[config.mk]
export PLATFORM = sky130hd
export DESIGN_NAME = spi_port
export DESIGN_NICKNAME = d
export VERILOG_FILES = /design/src/hdl/spi_port_pkg.sv /design/src/hdl/spi_pin_sync.sv /design/src/hdl/spi_port.sv
export SDC_FILE = /design/constraint.sdc
export NUM_CORES = 1
export LEC_CHECK = 0
export ABC_AREA = 1
export BUFFER_PORTS_ARGS = -buffer_cell sky130_fd_sc_hd__buf_2
export CORE_ASPECT_RATIO = 0.9
export CORE_MARGIN = 8
export CORE_UTILIZATION = 56
export CTS_CLUSTER_SIZE = 14
export DETAILED_ROUTE_END_ITERATION = 8
export PLACE_DENSITY = 0.85
export SETUP_SLACK_MARGIN = 0.1
export SLEW_MARGIN = 20
export SYNTH_ARGS = -nofsm -noshare
export SYNTH_HDL_FRONTEND = slang
export SYNTH_SLANG_ARGS = --single-unit
[constraint.sdc]
create_clock -name clock -period 3.1 [get_ports clock]
set_input_delay 0.465 -clock clock [delete_from_list [all_inputs] [get_ports clock]]
set_output_delay 0.465 -clock clock [all_outputs]
set_load 0.05 [all_outputs]
[src/hdl/spi_port_pkg.sv]
package spi_port_pkg;
  // Register byte offsets on the 32-bit bus
  localparam logic [3:0] CTRL_OFS = 4'h0;
  localparam logic [3:0] STAT_OFS = 4'h4;
  localparam logic [3:0] DATA_OFS = 4'h8;

  localparam logic [7:0] CTRL_RESET = 8'h00;
  localparam logic [7:0] DATA_RESET = 8'h00;

  // Control field positions
  localparam int IRQ_EN_POS  = 7;
  localparam int PORT_EN_POS = 6;
  localparam int ORDER_POS   = 5;
  localparam int MASTER_POS  = 4;
  localparam int CLOCK_POLARITY_POS    = 3;
  localparam int CLOCK_PHASE_POS    = 2;
  localparam int RATE_LO_POS = 0;

  // Status field positions
  localparam int DONE_POS = 7;
  localparam int WRITE_COLLISION_FLAG_POS = 6;
  localparam int DBL_POS  = 0;

  // Half periods of SCK in system clocks, indexed by the two rate bits
  localparam logic [3:0][6:0] HALF_NORM = {7'h40, 7'h20, 7'h08, 7'h02};
  localparam logic [3:0][6:0] HALF_DBL  = {7'h20, 7'h10, 7'h04, 7'h01};

  localparam logic [3:0] BITS_PER_BYTE = 4'h8;

  localparam logic [1:0] RESP_OKAY   = 2'h0;
  localparam logic [1:0] RESP_SLVERR = 2'h2;

  typedef enum logic [1:0] {
    ST_IDLE  = 2'h0,
    ST_SHIFT = 2'h1
  } xfer_state_t;

  typedef enum logic [1:0] {
    SEL_CTRL = 2'h0,
    SEL_STAT = 2'h1,
    SEL_DATA = 2'h2,
    SEL_NONE = 2'h3
  } reg_sel_t;
endpackage : spi_port_pkg
[src/hdl/spi_pin_sync.sv]
`timescale 1ns/100ps
module spi_pin_sync #(
  parameter int               WIDTH = 1,
  parameter logic [WIDTH-1:0] INIT  = '0
) (
  input  wire logic             clock,
  input  wire logic             resetn,
  input  wire logic [WIDTH-1:0] pins,
  output      logic [WIDTH-1:0] synced
);
  typedef struct packed {
    logic [WIDTH-1:0] meta;
    logic [WIDTH-1:0] stable;
  } sync_state_t;

  sync_state_t state_reg;
  sync_state_t state_next;

  // The first stage feeds only the second stage
  always_comb begin
    state_next        = state_reg;
    state_next.meta   = pins;
    state_next.stable = state_reg.meta;
  end

  always_ff @(posedge clock or negedge resetn) begin
    if (!resetn) begin
      state_reg <= {INIT, INIT};
    end else begin
      state_reg <= state_next;
    end
  end

  assign synced = state_reg.stable;
endmodule : spi_pin_sync

[src/hdl/spi_port.sv]
// Implementation choices: register access over AXI4-Lite and the placing of the registers.
`timescale 1ns/100ps
module spi_port (
  input  wire logic        clock,
  input  wire logic        resetn,
  input  wire logic [3:0]  awaddr,
  input  wire logic        awvalid,
  output      logic        awready,
  input  wire logic [31:0] wdata,
  input  wire logic [3:0]  wstrb,
  input  wire logic        wvalid,
  output      logic        wready,
  output      logic [1:0]  bresp,
  output      logic        bvalid,
  input  wire logic        bready,
  input  wire logic [3:0]  araddr,
  input  wire logic        arvalid,
  output      logic        arready,
  output      logic [31:0] rdata,
  output      logic [1:0]  rresp,
  output      logic        rvalid,
  input  wire logic        rready,
  input  wire logic        global_irq_en,
  input  wire logic        vector_taken,
  output      logic        irq,
  input  wire logic        sck_in,
  output      logic        sck_out,
  output      logic        sck_oe_n,
  input  wire logic        sck_is_output,
  input  wire logic        mosi_in,
  output      logic        mosi_out,
  output      logic        mosi_oe_n,
  input  wire logic        mosi_is_output,
  input  wire logic        miso_in,
  output      logic        miso_out,
  output      logic        miso_oe_n,
  input  wire logic        miso_is_output,
  input  wire logic        ss_n_in,
  input  wire logic        ss_is_output
);
  typedef struct packed {
    logic [7:0]                ctrl;
    logic                      dbl;
    logic                      done;
    logic                      write_collision_flag;
    logic                      armed;
    logic [7:0]                rx_buf;
    logic [7:0]                shreg;
    logic [7:0]                tx_hold;
    logic                      samp;
    logic                      have;
    logic [3:0]                bitcnt;
    logic [6:0]                div_cnt;
    logic                      sck;
    logic                      sck_p;
    spi_port_pkg::xfer_state_t st;
    logic                      aw_got;
    logic                      w_got;
    logic [3:0]                waddr;
    logic [7:0]                wdat;
    logic                      wstb;
    logic                      bvalid;
    logic [1:0]                bresp;
    logic                      rvalid;
    logic [1:0]                rresp;
    logic [7:0]                rdata;
  } port_state_t;

  port_state_t            s_reg;
  port_state_t            s_next;
  logic [3:0]             pins_s;
  logic                   sck_s;
  logic                   mosi_s;
  logic                   miso_s;
  logic                   ss_s;
  logic                   en;
  logic                   master;
  logic                   clock_polarity;
  logic                   clock_phase;
  logic                   lsb;
  logic                   busy;
  logic                   wr_fire;
  logic                   rd_fire;
  logic                   data_acc;
  logic                   fault;
  logic                   edge_go;
  logic                   new_lvl;
  logic                   din;
  logic [6:0]             half;
  spi_port_pkg::reg_sel_t wsel;
  spi_port_pkg::reg_sel_t rsel;

  function automatic spi_port_pkg::reg_sel_t reg_sel(input logic [3:0] a);
    unique case (a)
      spi_port_pkg::CTRL_OFS: reg_sel = spi_port_pkg::SEL_CTRL;
      spi_port_pkg::STAT_OFS: reg_sel = spi_port_pkg::SEL_STAT;
      spi_port_pkg::DATA_OFS: reg_sel = spi_port_pkg::SEL_DATA;
      default:                reg_sel = spi_port_pkg::SEL_NONE;
    endcase
  endfunction : reg_sel

  function automatic logic [7:0] shift_in(input logic [7:0] v, input logic b, input logic lf);
    shift_in = lf ? {b, v[7:1]} : {v[6:0], b};
  endfunction : shift_in

  spi_pin_sync #(
    .WIDTH (4),
    .INIT  (4'h1)
  ) u_sync (
    .clock  (clock),
    .resetn (resetn),
    .pins   ({sck_in, mosi_in, miso_in, ss_n_in}),
    .synced (pins_s)
  );

  assign sck_s  = pins_s[3];
  assign mosi_s = pins_s[2];
  assign miso_s = pins_s[1];
  assign ss_s   = pins_s[0];

  assign en     = s_reg.ctrl[spi_port_pkg::PORT_EN_POS];
  assign master = s_reg.ctrl[spi_port_pkg::MASTER_POS];
  assign clock_polarity   = s_reg.ctrl[spi_port_pkg::CLOCK_POLARITY_POS];
  assign clock_phase   = s_reg.ctrl[spi_port_pkg::CLOCK_PHASE_POS];
  assign lsb    = s_reg.ctrl[spi_port_pkg::ORDER_POS];
  assign half   = s_reg.dbl ? spi_port_pkg::HALF_DBL[s_reg.ctrl[1:0]]
                            : spi_port_pkg::HALF_NORM[s_reg.ctrl[1:0]];
  // A slave is busy between its first and eighth sample
  assign busy    = (s_reg.st == spi_port_pkg::ST_SHIFT) || (s_reg.bitcnt != 4'h0);
  assign wr_fire = s_reg.aw_got && s_reg.w_got && !s_reg.bvalid;
  assign rd_fire = arvalid && arready;
  assign wsel    = reg_sel(s_reg.waddr);
  assign rsel    = reg_sel(araddr);
  assign din     = master ? miso_s : mosi_s;
  assign fault   = en && master && !ss_is_output && !ss_s;

  always_comb begin
    s_next   = s_reg;
    edge_go  = 1'b0;
    new_lvl  = s_reg.sck;
    data_acc = (wr_fire && wsel == spi_port_pkg::SEL_DATA)
            || (rd_fire && rsel == spi_port_pkg::SEL_DATA);

    // Write channels are taken in either order
    if (awvalid && awready) begin
      s_next.aw_got = 1'b1;
      s_next.waddr  = awaddr;
    end
    if (wvalid && wready) begin
      s_next.w_got = 1'b1;
      s_next.wdat  = wdata[7:0];
      s_next.wstb  = wstrb[0];
    end
    if (s_reg.bvalid && bready) begin
      s_next.bvalid = 1'b0;
    end
    if (s_reg.rvalid && rready) begin
      s_next.rvalid = 1'b0;
    end

    if (rd_fire) begin
      s_next.rvalid = 1'b1;
      s_next.rresp  = spi_port_pkg::RESP_OKAY;
      unique case (rsel)
        spi_port_pkg::SEL_CTRL: s_next.rdata = s_reg.ctrl;
        spi_port_pkg::SEL_STAT: s_next.rdata = {s_reg.done, s_reg.write_collision_flag, 5'h00, s_reg.dbl};
        spi_port_pkg::SEL_DATA: s_next.rdata = s_reg.rx_buf;
        spi_port_pkg::SEL_NONE: begin
          s_next.rdata = 8'h00;
          s_next.rresp = spi_port_pkg::RESP_SLVERR;
        end
      endcase
    end

    // Flag clears come first so that any set below in the same cycle wins
    if (data_acc && s_reg.armed) begin
      s_next.done  = 1'b0;
      s_next.write_collision_flag  = 1'b0;
      s_next.armed = 1'b0;
    end
    if (rd_fire && rsel == spi_port_pkg::SEL_STAT && (s_reg.done || s_reg.write_collision_flag)) begin
      s_next.armed = 1'b1;
    end
    if (vector_taken) begin
      s_next.done = 1'b0;
    end

    // Last bit of a trailing-phase master byte joins the shifter once SCK is idle
    if (s_reg.st == spi_port_pkg::ST_IDLE && s_reg.have && s_reg.bitcnt == 4'h0) begin
      s_next.shreg = shift_in(s_reg.shreg, s_reg.samp, lsb);
      s_next.have  = 1'b0;
    end

    if (wr_fire) begin
      s_next.aw_got = 1'b0;
      s_next.w_got  = 1'b0;
      s_next.bvalid = 1'b1;
      s_next.bresp  = (wsel == spi_port_pkg::SEL_NONE) ? spi_port_pkg::RESP_SLVERR
                                                      : spi_port_pkg::RESP_OKAY;
      if (s_reg.wstb) begin
        unique case (wsel)
          spi_port_pkg::SEL_CTRL: s_next.ctrl = s_reg.wdat;
          spi_port_pkg::SEL_STAT: s_next.dbl  = s_reg.wdat[spi_port_pkg::DBL_POS];
          spi_port_pkg::SEL_DATA: begin
            if (busy) begin
              s_next.write_collision_flag = 1'b1;
            end else begin
              s_next.shreg   = s_reg.wdat;
              s_next.tx_hold = s_reg.wdat;
              if (en && master) begin
                s_next.st      = spi_port_pkg::ST_SHIFT;
                s_next.div_cnt = 7'h00;
                s_next.bitcnt  = 4'h0;
                s_next.have    = 1'b0;
              end
            end
          end
          spi_port_pkg::SEL_NONE: ;
        endcase
      end
    end

    // Disabling the port or leaving master role abandons a byte in flight
    if (!s_next.ctrl[spi_port_pkg::PORT_EN_POS]
        || (s_reg.st == spi_port_pkg::ST_SHIFT && !s_next.ctrl[spi_port_pkg::MASTER_POS])) begin
      s_next.st     = spi_port_pkg::ST_IDLE;
      s_next.bitcnt = 4'h0;
      s_next.have   = 1'b0;
    end
    if (en && !master && ss_s) begin
      if (s_reg.bitcnt != 4'h0) begin
        s_next.shreg = s_reg.tx_hold;
      end
      s_next.bitcnt = 4'h0;
      s_next.have   = 1'b0;
    end

    // Edge sources: own divider as master, synchronised pin as slave
    s_next.sck_p = sck_s;
    if (s_reg.st == spi_port_pkg::ST_SHIFT && s_next.st == spi_port_pkg::ST_SHIFT) begin
      if (s_reg.div_cnt == half - 7'h01) begin
        s_next.div_cnt = 7'h00;
        edge_go        = 1'b1;
        new_lvl        = !s_reg.sck;
      end else begin
        s_next.div_cnt = s_reg.div_cnt + 7'h01;
      end
    end else if (en && !master && !ss_s) begin
      edge_go = (sck_s != s_reg.sck_p);
      new_lvl = sck_s;
    end
    if (s_next.st == spi_port_pkg::ST_IDLE) begin
      s_next.sck     = clock_polarity;
      s_next.div_cnt = 7'h00;
    end

    if (edge_go) begin
      if (master) begin
        s_next.sck = new_lvl;
      end
      // Leading edge leaves the idle level; phase picks sample or setup
      if ((new_lvl != clock_polarity) ^ clock_phase) begin
        // A master must not move MOSI on a sample edge, so its last bit waits in samp
        if (s_next.bitcnt == 4'h7 && !master) begin
          s_next.shreg  = shift_in(s_next.shreg, din, lsb);
          s_next.bitcnt = spi_port_pkg::BITS_PER_BYTE;
          s_next.have   = 1'b0;
        end else begin
          s_next.samp   = din;
          s_next.have   = 1'b1;
          s_next.bitcnt = s_next.bitcnt + 4'h1;
        end
      end else if (s_next.have) begin
        s_next.shreg = shift_in(s_next.shreg, s_next.samp, lsb);
        s_next.have  = 1'b0;
      end
      // A master holds the byte until SCK is back at its idle level
      if (s_next.bitcnt == spi_port_pkg::BITS_PER_BYTE && (!master || new_lvl == clock_polarity)) begin
        s_next.rx_buf = s_next.have ? shift_in(s_next.shreg, s_next.samp, lsb)
                                    : s_next.shreg;
        s_next.done   = 1'b1;
        s_next.bitcnt = 4'h0;
        s_next.st     = spi_port_pkg::ST_IDLE;
      end
    end

    if (fault) begin
      s_next.ctrl[spi_port_pkg::MASTER_POS] = 1'b0;
      s_next.done   = 1'b1;
      s_next.st     = spi_port_pkg::ST_IDLE;
      s_next.bitcnt = 4'h0;
      s_next.have   = 1'b0;
      s_next.sck    = clock_polarity;
    end
  end

  always_ff @(posedge clock or negedge resetn) begin
    if (!resetn) begin
      s_reg        <= '0;
      s_reg.ctrl   <= spi_port_pkg::CTRL_RESET;
      s_reg.shreg  <= spi_port_pkg::DATA_RESET;
      s_reg.sck_p  <= 1'b0;
      s_reg.st     <= spi_port_pkg::ST_IDLE;
    end else begin
      s_reg <= s_next;
    end
  end

  assign awready = !s_reg.aw_got && !s_reg.bvalid;
  assign wready  = !s_reg.w_got && !s_reg.bvalid;
  assign bvalid  = s_reg.bvalid;
  assign bresp   = s_reg.bresp;
  assign arready = !s_reg.rvalid;
  assign rvalid  = s_reg.rvalid;
  assign rresp   = s_reg.rresp;
  assign rdata   = {24'h000000, s_reg.rdata};

  assign irq = s_reg.ctrl[spi_port_pkg::IRQ_EN_POS] && s_reg.done && global_irq_en;

  // Pin drivers; enables are low while driving
  assign sck_out   = s_reg.sck;
  assign sck_oe_n  = !(en && master && sck_is_output);
  assign mosi_out  = lsb ? s_reg.shreg[0] : s_reg.shreg[7];
  assign mosi_oe_n = !(en && master && mosi_is_output);
  assign miso_out  = lsb ? s_reg.shreg[0] : s_reg.shreg[7];
  assign miso_oe_n = !(en && !master && !ss_s && miso_is_output);
endmodule : spi_port

==> results of run 1 <==
-- what timing repair did --
item | 4_1_cts | 5_1_grt
cloned | 0 | 1
resized for setup | 5 | 38
pin swaps | 2 | 29
buffers inserted | 1 | 23
hold endpoints to repair | 0 | 0
endpoints found under the setup margin | 11 | 21
-- power breakdown --
group	total [W]	leakage, nW	internal (W)	switching (W)
registers	0.00172	1.12	0.00147	0.000252
logic	0.00375	2.00	0.00131	0.00245
clock network	0.000758	0.0850	0.000303	0.000455
-- kinds of logic (layout without fill, tap and decap cells) --
logic type               after synthesis  after routing
AND/OR/NAND/NOR                      405            406
buffers and inverters                146            202
AO/OA/AOI/OAI                        122            122
flip-flops                            88             88
XOR/XNOR                               7              7
adder cells (fa/ha/maj)                3              3
multiplexers                           3              3
other                                  1             26
-- worst paths after layout --
path / startpoint / end / slack [ps]
worst max-delay path: bvalid / s_reg[29] / 140
worst min-delay path: resetn / s_reg[65] / 140
worst max register to register: bvalid / s_reg[29] / 140
worst min register to register: u_sync.state_next[3] / u_sync.synced[3] / 340
max in group asynchronous: resetn / u_sync.synced[0] / 2270
min in group clock: mosi_in / u_sync.state_next[2] / 180
-- stage by stage --
step | TNS (ps) | setup WS [ps] | cells | instance area [um^2]
after floorplan | 0 | 134 | 800 | 5680
after global placement | 0 | 77.5 | 942 | 5890
after detailed placement | 0 | 19.5 | 942 | 5890
after CTS | 0 | 126 | 959 | 6100
after global routing | -341 | -63.8 | 983 | 6400
final | 0 | 143 | 983 | 6400
-- per-layer routing --
metal	global-route usage [%]	up-vias
met5	0	-
met1	28.6	2384
li1	-	2591
met4	5.42	0
met2	31.3	223
met3	3.97	25
-- layout by cell type (no fill, tap or decap), types with 2 or more instances in the layout --
cell type | netlist | routed
o22ai_1 | 6 | 6
nand3b_1 | 3 | 3
a221oi_1 | 2 | 2
inv_2 | 7 | 9
mux2_2 | 2 | 2
conb_1 | 1 | 26
a21oi_1 | 22 | 22
o21a_1 | 9 | 9
clkinvlp_4 | 0 | 2
clkbuf_8 | 0 | 9
nand3_4 | 4 | 6
nand3_2 | 8 | 10
dfrtp_1 | 86 | 85
a31oi_1 | 3 | 3
buf_6 | 3 | 3
nor3_1 | 10 | 10
nand3_1 | 56 | 53
o21ai_0 | 61 | 60
inv_1 | 76 | 73
nand2_2 | 2 | 15
xor2_1 | 4 | 4
nor2_4 | 2 | 6
xnor2_1 | 3 | 3
o21ai_4 | 1 | 2
nor2_2 | 7 | 5
nand2_1 | 256 | 242
nand2_4 | 3 | 3
clkinv_4 | 0 | 2
o21ai_1 | 3 | 3
nand4_1 | 8 | 8
dfstp_2 | 2 | 2
buf_2 | 10 | 54
nor2_1 | 43 | 41
o211ai_1 | 12 | 12
buf_4 | 38 | 43
-- cell type report --
cell class	instances	area share (%)
multi-input combinational	567	45.1
clock buffer	10	1.99
timing repair buffer	101	10.1
clock inverter	6	0.821
inverter	85	5.04
sequential	88	34.4
tap	126	2.46
==> results.toml, run 1 <==
[route]
drt_iter0_drc = 438
wl_met1_um = 6270
vias_per_cell = 5.31
drt_wl_total_um = 14100
drt_pass1_iterations = 8
wl_per_cell_um = 14.4
postRouteAntennaNets = 0
drcViolationCount = 0
vias = 5223
topRoutingLayerUsed = "met4"
wl_met2_um = 6490
route.met3.wl_um = 1100

[worst_setup_path]
critPathBufInv = 4
slowest_delay_ps = 410
crit_path_end_kind = "register"
start_kind = "register"
cp_data_required_time_ps = 3360
reg2regPathDepth = 22
cp_slowest_cell = "dfrtp_1"
crit_family = "simple AND/OR/NAND/NOR gates"
cp_common_cell = "nand2_2"
crit_type = "reg -> reg"
crit_chain = "inv_2 > nand3_4 > nor2_4 > nand3_1 > nand2_1 > inv_1 > nand2_2 > nand2_2 > inv_4 > nand2_2 > nor2_2 > ha_2 > buf_4 > nand4_1 > nand2_1 > nand3_1 > nand2_2 > nand2_2 > nor2_4 > nand3_4 > nand2_1 > nor2_1"
crit_fanout = 6
crit_arrival_ps = 3210
worst-path-stages = 22

[logic_synthesis]
synth_most_common_cell = "nand2_1"
synthTopCellsByCount = "nand2_1, dfrtp_1, inv_1"
synth-compound-area-share_pct = 12.6
synth_cells = 775
synth_top_area_share_pct = 38.5
synthArstFlopShare_pct = 100
ys_top_cells_by_area = "dfrtp_1, nand2_1, o21ai_0, buf_4, inv_1"
muxShareOfSynthArea_pct = 0.582
synth_top_family_by_area = "simple AND/OR/NAND/NOR gates"
yosysWarnings = 0
syn_area_mm2 = 0.00559
yosysTopAreaCell = "dfrtp_1"
ys_ff_latch = 88
synthAdderAreaFrac_pct = 0.672
ys_seq_area_share_pct = 39.5
synth_edf_count = 0
ys_types = 44
synth_ff_type = "dfrtp_1"
synthSimpleGateAreaFrac_pct = 32.5
synth_xor_area_share_pct = 1.10
syn_avg_cell_area_um2 = 7.21

[floorplan]
std_cell_rows = 34
start_util_pct = 57.6
core_mm2 = 0.00970
die_y_um = 111
io_pins = 109
dieArea_mm2 = 0.0134
die_w_um = 121

[power_and_ir_drop]
total_power_w = 0.00623
power_density_mw_per_mm2 = 973
power.leakage_nw = 3.20
ir_drop_uv = 584

[sta]
worstMarginPinSlew_ps = 724
fin_crit_ps = 2960
hold_slack_ps = 145
grt_setup_unrepaired = "yes"
max_freq_ghz = 0.338
fin_skew_ps = 19.4
drv_slew = 0
setup_viol = 0
min_period_over_period_pct = 95.4
relSlewSlack_pct = 51.7
hold_viol = 0

[cells_and_area]
largest_reg_flops = 62
n_antenna_cell = 0
regArea_mm2 = 0.00221
post-route-util_pct = 66.0
nets = 916
nFillCells = 844
syn2layout_area_growth_pct = 14.6
multi_input_area_mm2 = 0.00289
drive_gt1_share_pct = 21.5

[clocking]
htreeDepth = 3
numCtsBuffers = 9
insertion_delay_ps = 380
cts_tree = "yes"
path_clk_slew_ps = 100
cts-root-buf = "clkbuf_8"
cts_buffer_depth = 2
numClockSinks = 88
cts_hold_buf = 0

[place]
io_buffer_count = 55
gp_congestion = 0.903
hpwl_um = 10000

[global_route]
grtUsageTotal_pct = 20.4
grt_pass1_vias = 4729
grt_max_degree = 60
antenna_found_initial = 0
overflow = 0
grt_pass1_wl_um = 22700

[job]
drv_cap = 0

[status]
run_status = "finished clean"

[worst_hold_path]
hold_class = "in -> async"
No activity file was read; power rests on OpenSTA's default activity.
==> inputs of run 2 (changes only) <==
- PLACE_DENSITY: 0.85 -> 0.81
==> results.toml, run 2 (same netlist as run 1, synthesis figures left out) <==
[clocking]
numCtsBuffers = 9
htreeDepth = 3
insertion_delay_ps = 380
cts-root-buf = "clkbuf_8"
cts_buffer_depth = 2
path_clk_slew_ps = 90
cts_tree = "yes"
cts_hold_buf = 0
numClockSinks = 88

[sta]
max_freq_ghz = 0.339
min_period_over_period_pct = 95.1
grt_setup_unrepaired = "yes"
fin_skew_ps = 11.2
worstMarginPinSlew_ps = 673
hold_viol = 0
fin_crit_ps = 2950
setup_tns_ps = 0
relSlewSlack_pct = 55.1
setup_viol = 0
drv_slew = 0

[floorplan]
start_util_pct = 57.6
core_mm2 = 0.00970
die_w_um = 121
std_cell_rows = 34
io_pins = 109
die_y_um = 111
dieArea_mm2 = 0.0134

[route]
drt_wl_total_um = 14400
vias = 5284
vias_per_cell = 5.38
wl_per_cell_um = 14.6
drt_pass1_iterations = 5
drt_iter0_drc = 332
drcViolationCount = 0
postRouteAntennaNets = 0

[power_and_ir_drop]
net-switching-power_w = 0.00316
power_frac_seq_pct = 27.6
ir_drop_uv = 651
combPwrFrac_pct = 59.3
internal_power_w = 0.00313
power.leakage_nw = 3.21
power_density_mw_per_mm2 = 972
total_power_w = 0.00630
power_frac_clock_pct = 13.1
p_sw_share_pct = 50.2

[cells_and_area]
final_cells = 982
final_cell_mix = "nand2_1, dfrtp_1, inv_1, o21ai_0, buf_2"
n_antenna_cell = 0
nFillCells = 815
multi_input_area_mm2 = 0.00293
syn2layout_area_growth_pct = 15.9
final_cell_area_mm2 = 0.00647
nets = 915
final_common_cell = "nand2_1"
drive_gt1_share_pct = 22.7
largest_reg_flops = 62
regArea_mm2 = 0.00221

[worst_setup_path]
crit_type = "reg -> reg"
slowest_delay_ps = 410
crit_fanout = 8
reg2reg_slack_ps = 150
cp_slowest_cell = "dfrtp_1"
start_kind = "register"
crit_path_end_kind = "register"
reg2regPathDepth = 21
r2r-end = "s_reg[66]"
cp_data_required_time_ps = 3420
rr_startpoint = "s_reg[75]"
crit_chain = "nor2_4 > nand2_2 > ha_4 > inv_2 > nand2_1 > nand2_1 > nor2_1 > nand3_1 > nor2_4 > nand2_2 > nand2_2 > nand3_4 > nand2_4 > nand2_4 > nand3_4 > nand2_8 > o21ai_4 > inv_2 > nor3_4 > nand2_1 > nand2_1"
cp_common_cell = "nand2_1"
crit_arrival_ps = 3270

[global_route]
antenna_found_initial = 0
grtUsageTotal_pct = 21.1
grt_max_degree = 53
grt_pass1_wl_um = 23400
grt_pass1_vias = 4962
overflow = 0

[status]
run_status = "finished clean"

[place]
hpwl_um = 10500
gp_congestion = 0.913
io_buffer_count = 55
dpl_cell_area_mm2 = 0.00588
dpl.cell_count = 941

[job]
drv_cap = 0

[worst_hold_path]
hold_class = "in -> async"
run 2: changes by cell type in the layout (fill, tap and decap cells not counted), moves of 4 or more:
cell     change
o21ai_0      -4
nand2_2      +4
buf_4        -4
o21ai_1      +5
nand2_1      -4
run 2: stage by stage:
step	util (%)	hold WS, ps	worst slack (ps)
2_1_floorplan	-	169	134
3_3_place_gp	60.6	335	129
3_5_place_dp	60.6	339	-7.93
4_1_cts	63.0	136	100
5_1_grt	66.8	162	-11.9
6_report	66.8	121	153
run 2: worst max-delay path by stage:
stage / startpoint / end / slack (ps) / cells past startpoint
CTS: bvalid / s_reg[63] / 100 / 23
finish: s_reg[75] / s_reg[66] / 150 / 21
floorplan: lsb / mosi_out / 130 / 5
global route: s_reg[75] / s_reg[64] / -10 / 21
global placement: s_reg[74] / s_reg[30] / 130 / 23
detailed placement: s_reg[74] / s_reg[30] / -8 / 23
run 2: layer usage:
layer / up-vias / routed length [um] / GRT usage [%] / part of all wire (%)
met5: - / 0 / 0 / 0
met4: 0 / 248 / 7.81 / 1.7
met3: 27 / 1250 / 5.14 / 8.7
met2: 242 / 6520 / 32.9 / 45
met1: 2426 / 6360 / 27.6 / 44
li1: 2589 / - / - / -
run 2: layout make-up:
class                           instances  area share, %
Inverter                               85           4.99
Clock inverter                          6           1.04
Sequential cell                        88           34.1
Tap cell                              126           2.43
Clock buffer                           10           1.97
Timing Repair Buffer                  100           10.2
Multi-Input combinational cell        567           45.3
run 2: what timing repair did:
action                     4_1_cts  5_1_grt
setup endpoints to repair       12       21
cloned                           0        2
pin swaps                        3       28
buffers inserted                 0       23
resized for setup                8       54
run 2: power by group through the flow:
stage	Sequential, W	Clock, W	Combinational [W]
2_1_floorplan	0.00168	0	0.00248
3_3_place_gp	0.00172	0	0.00307
3_5_place_dp	0.00174	0	0.00317
4_1_cts	0.00172	0.000844	0.00325
5_1_grt	0.00177	0.000880	0.00413
6_report	0.00174	0.000822	0.00373
run 2: worst max-delay path: cells and delay by family (launching register included):
family / cells / cell delay [ps]
simple gates: 17 / 1880
flops: 1 / 410
fa+ha+maj: 1 / 280
compound gates: 1 / 200
buf+inv: 2 / 90
==> inputs of run 3 (changes only) <==
- SETUP_SLACK_MARGIN: 0.1 -> 0.3
==> results.toml, run 3 (same netlist as run 1, synthesis figures left out) <==
[worst_setup_path]
crit_path_end_kind = "register"
crit_chain = "nor2_4 > nand2_2 > ha_4 > inv_2 > nand2_2 > nand2_2 > nor2_2 > nand3_2 > nor2_4 > nand3_2 > nand3_4 > nand2_4 > nand2_4 > nand3_4 > buf_6 > nand3_2 > nand3_4 > nor3_4 > nand2_1 > nand2_1"
crit_family = "simple AND/OR/NAND/NOR gates"
crit_arrival_ps = 3310
slowest_delay_ps = 420
start_kind = "register"
cp_data_required_time_ps = 3410
critPathBufInv = 2
crit_fanout = 8
reg2reg_slack_ps = 110
crit_type = "reg -> reg"
cp_slowest_cell = "dfrtp_1"

[cells_and_area]
nets = 920
final_common_cell = "nand2_1"
syn2layout_area_growth_pct = 18.5
post-route-util_pct = 68.3
final_cells = 987
drive_gt1_share_pct = 24.0
n_antenna_cell = 0
final_cell_mix = "nand2_1, dfrtp_1, inv_1, buf_2, o21ai_0"
nFillCells = 803
largest_reg_flops = 62

[status]
run_status = "finished clean"

[global_route]
grt_pass1_wl_um = 24200
grtUsageTotal_pct = 21.7
grt_pass1_vias = 5102
overflow = 0
antenna_found_initial = 0
grt_max_degree = 43

[power_and_ir_drop]
power_frac_clock_pct = 13.2
p_sw_share_pct = 50.5
power.leakage_nw = 3.28
combPwrFrac_pct = 60.8
ir_drop_uv = 709
internal_power_w = 0.00325
net-switching-power_w = 0.00332
power_frac_seq_pct = 26.0
power_density_mw_per_mm2 = 992

[clocking]
cts_buffer_depth = 2
cts_tree = "yes"
path_clk_slew_ps = 90
cts_hold_buf = 0
htreeDepth = 3
numCtsBuffers = 9
insertion_delay_ps = 380
numClockSinks = 88
cts-root-buf = "clkbuf_8"

[route]
vias = 5390
wl_per_cell_um = 15.3
drt_wl_total_um = 15100
vias_per_cell = 5.46
postRouteAntennaNets = 0
drcViolationCount = 0
drt_iter0_drc = 474
drt_pass1_iterations = 5

[sta]
drv_slew = 0
max_freq_ghz = 0.334
grt_setup_unrepaired = "yes"
hold_viol = 0
worstMarginPinSlew_ps = 559
fin_skew_ps = 11.4
setup_viol = 0
relSlewSlack_pct = 62.7
min_period_over_period_pct = 96.5
fin_crit_ps = 2990

[job]
drv_cap = 0

[worst_hold_path]
hold_class = "in -> async"

[floorplan]
dieArea_mm2 = 0.0134
core_mm2 = 0.00970
io_pins = 109
die_w_um = 121
std_cell_rows = 34
die_y_um = 111
start_util_pct = 57.6

[place]
hpwl_um = 10300
dpl.cell_count = 941
gp_congestion = 0.914
io_buffer_count = 55
run 3: changes by cell type in the layout (fill, tap and decap cells not counted), sizes merged:
| cell | before | now |
|---|---|---|
| inv | 85 | 86 |
| clkbuf | 10 | 11 |
| buf | 100 | 104 |
| clkinvlp | 2 | 1 |
run 3: path summary, 6_finish.rpt:
path / startpoint / to / cells after the start
max: s_reg[74] / s_reg[68] / 20
min: resetn / s_reg[35] / 1
max reg2reg: s_reg[74] / s_reg[68] / 20
min reg2reg: u_sync.state_next[1] / u_sync.synced[1] / 0
max in group asynchronous: resetn / u_sync.state_next[1] / 2
min in group clock: ss_n_in / u_sync.state_next[0] / 1
run 3: area by class of cell:
class / count / area (um^2) / area share (%)
multi-input combinational: 567 / 3020 / 45.6
sequential: 88 / 2210 / 33.3
timing repair buffer: 105 / 706 / 10.7
inverter: 85 / 323 / 4.87
tap: 126 / 158 / 2.38
clock buffer: 10 / 138 / 2.08
clock inverter: 6 / 75.1 / 1.13
run 3: layer usage:
metal | vias to the layer above | GRT usage, % | share of wire [%]
met5 | - | 0 | 0
met4 | 0 | 5.67 | 1.8
met3 | 28 | 5.04 | 9.3
met2 | 279 | 33.7 | 47
met1 | 2480 | 29.4 | 42
li1 | 2603 | - | -
run 3: metrics by stage:
stage | hold WS, ps | TNS, ps | total power [W] | area, um^2 | setup WS (ps)
global route | 107 | -622 | 0.00706 | 6620 | -87.2
global placement | 333 | 0 | 0.00475 | 5870 | 167
CTS | 98.2 | 0 | 0.00614 | 6400 | 232
floorplan | 169 | 0 | 0.00418 | 5690 | 334
detailed placement | 337 | 0 | 0.00483 | 5870 | 83.0
finish | 77.5 | 0 | 0.00657 | 6620 | 108
run 3: timing repair:
action | 4_1_cts | 5_1_grt
buffers inserted | 22 | 5
pin swaps | 24 | 27
cloned | 1 | 2
resized for setup | 36 | 44
endpoints found under the setup margin | 21 | 26
run 3: power groups by stage:
stage	Combinational, W	Sequential (W)	Clock (W)
floorplan	0.00249	0.00169	0
global placement	0.00304	0.00170	0
detailed placement	0.00312	0.00171	0
CTS	0.00356	0.00169	0.000882
global route	0.00438	0.00174	0.000936
finish	0.00399	0.00171	0.000870
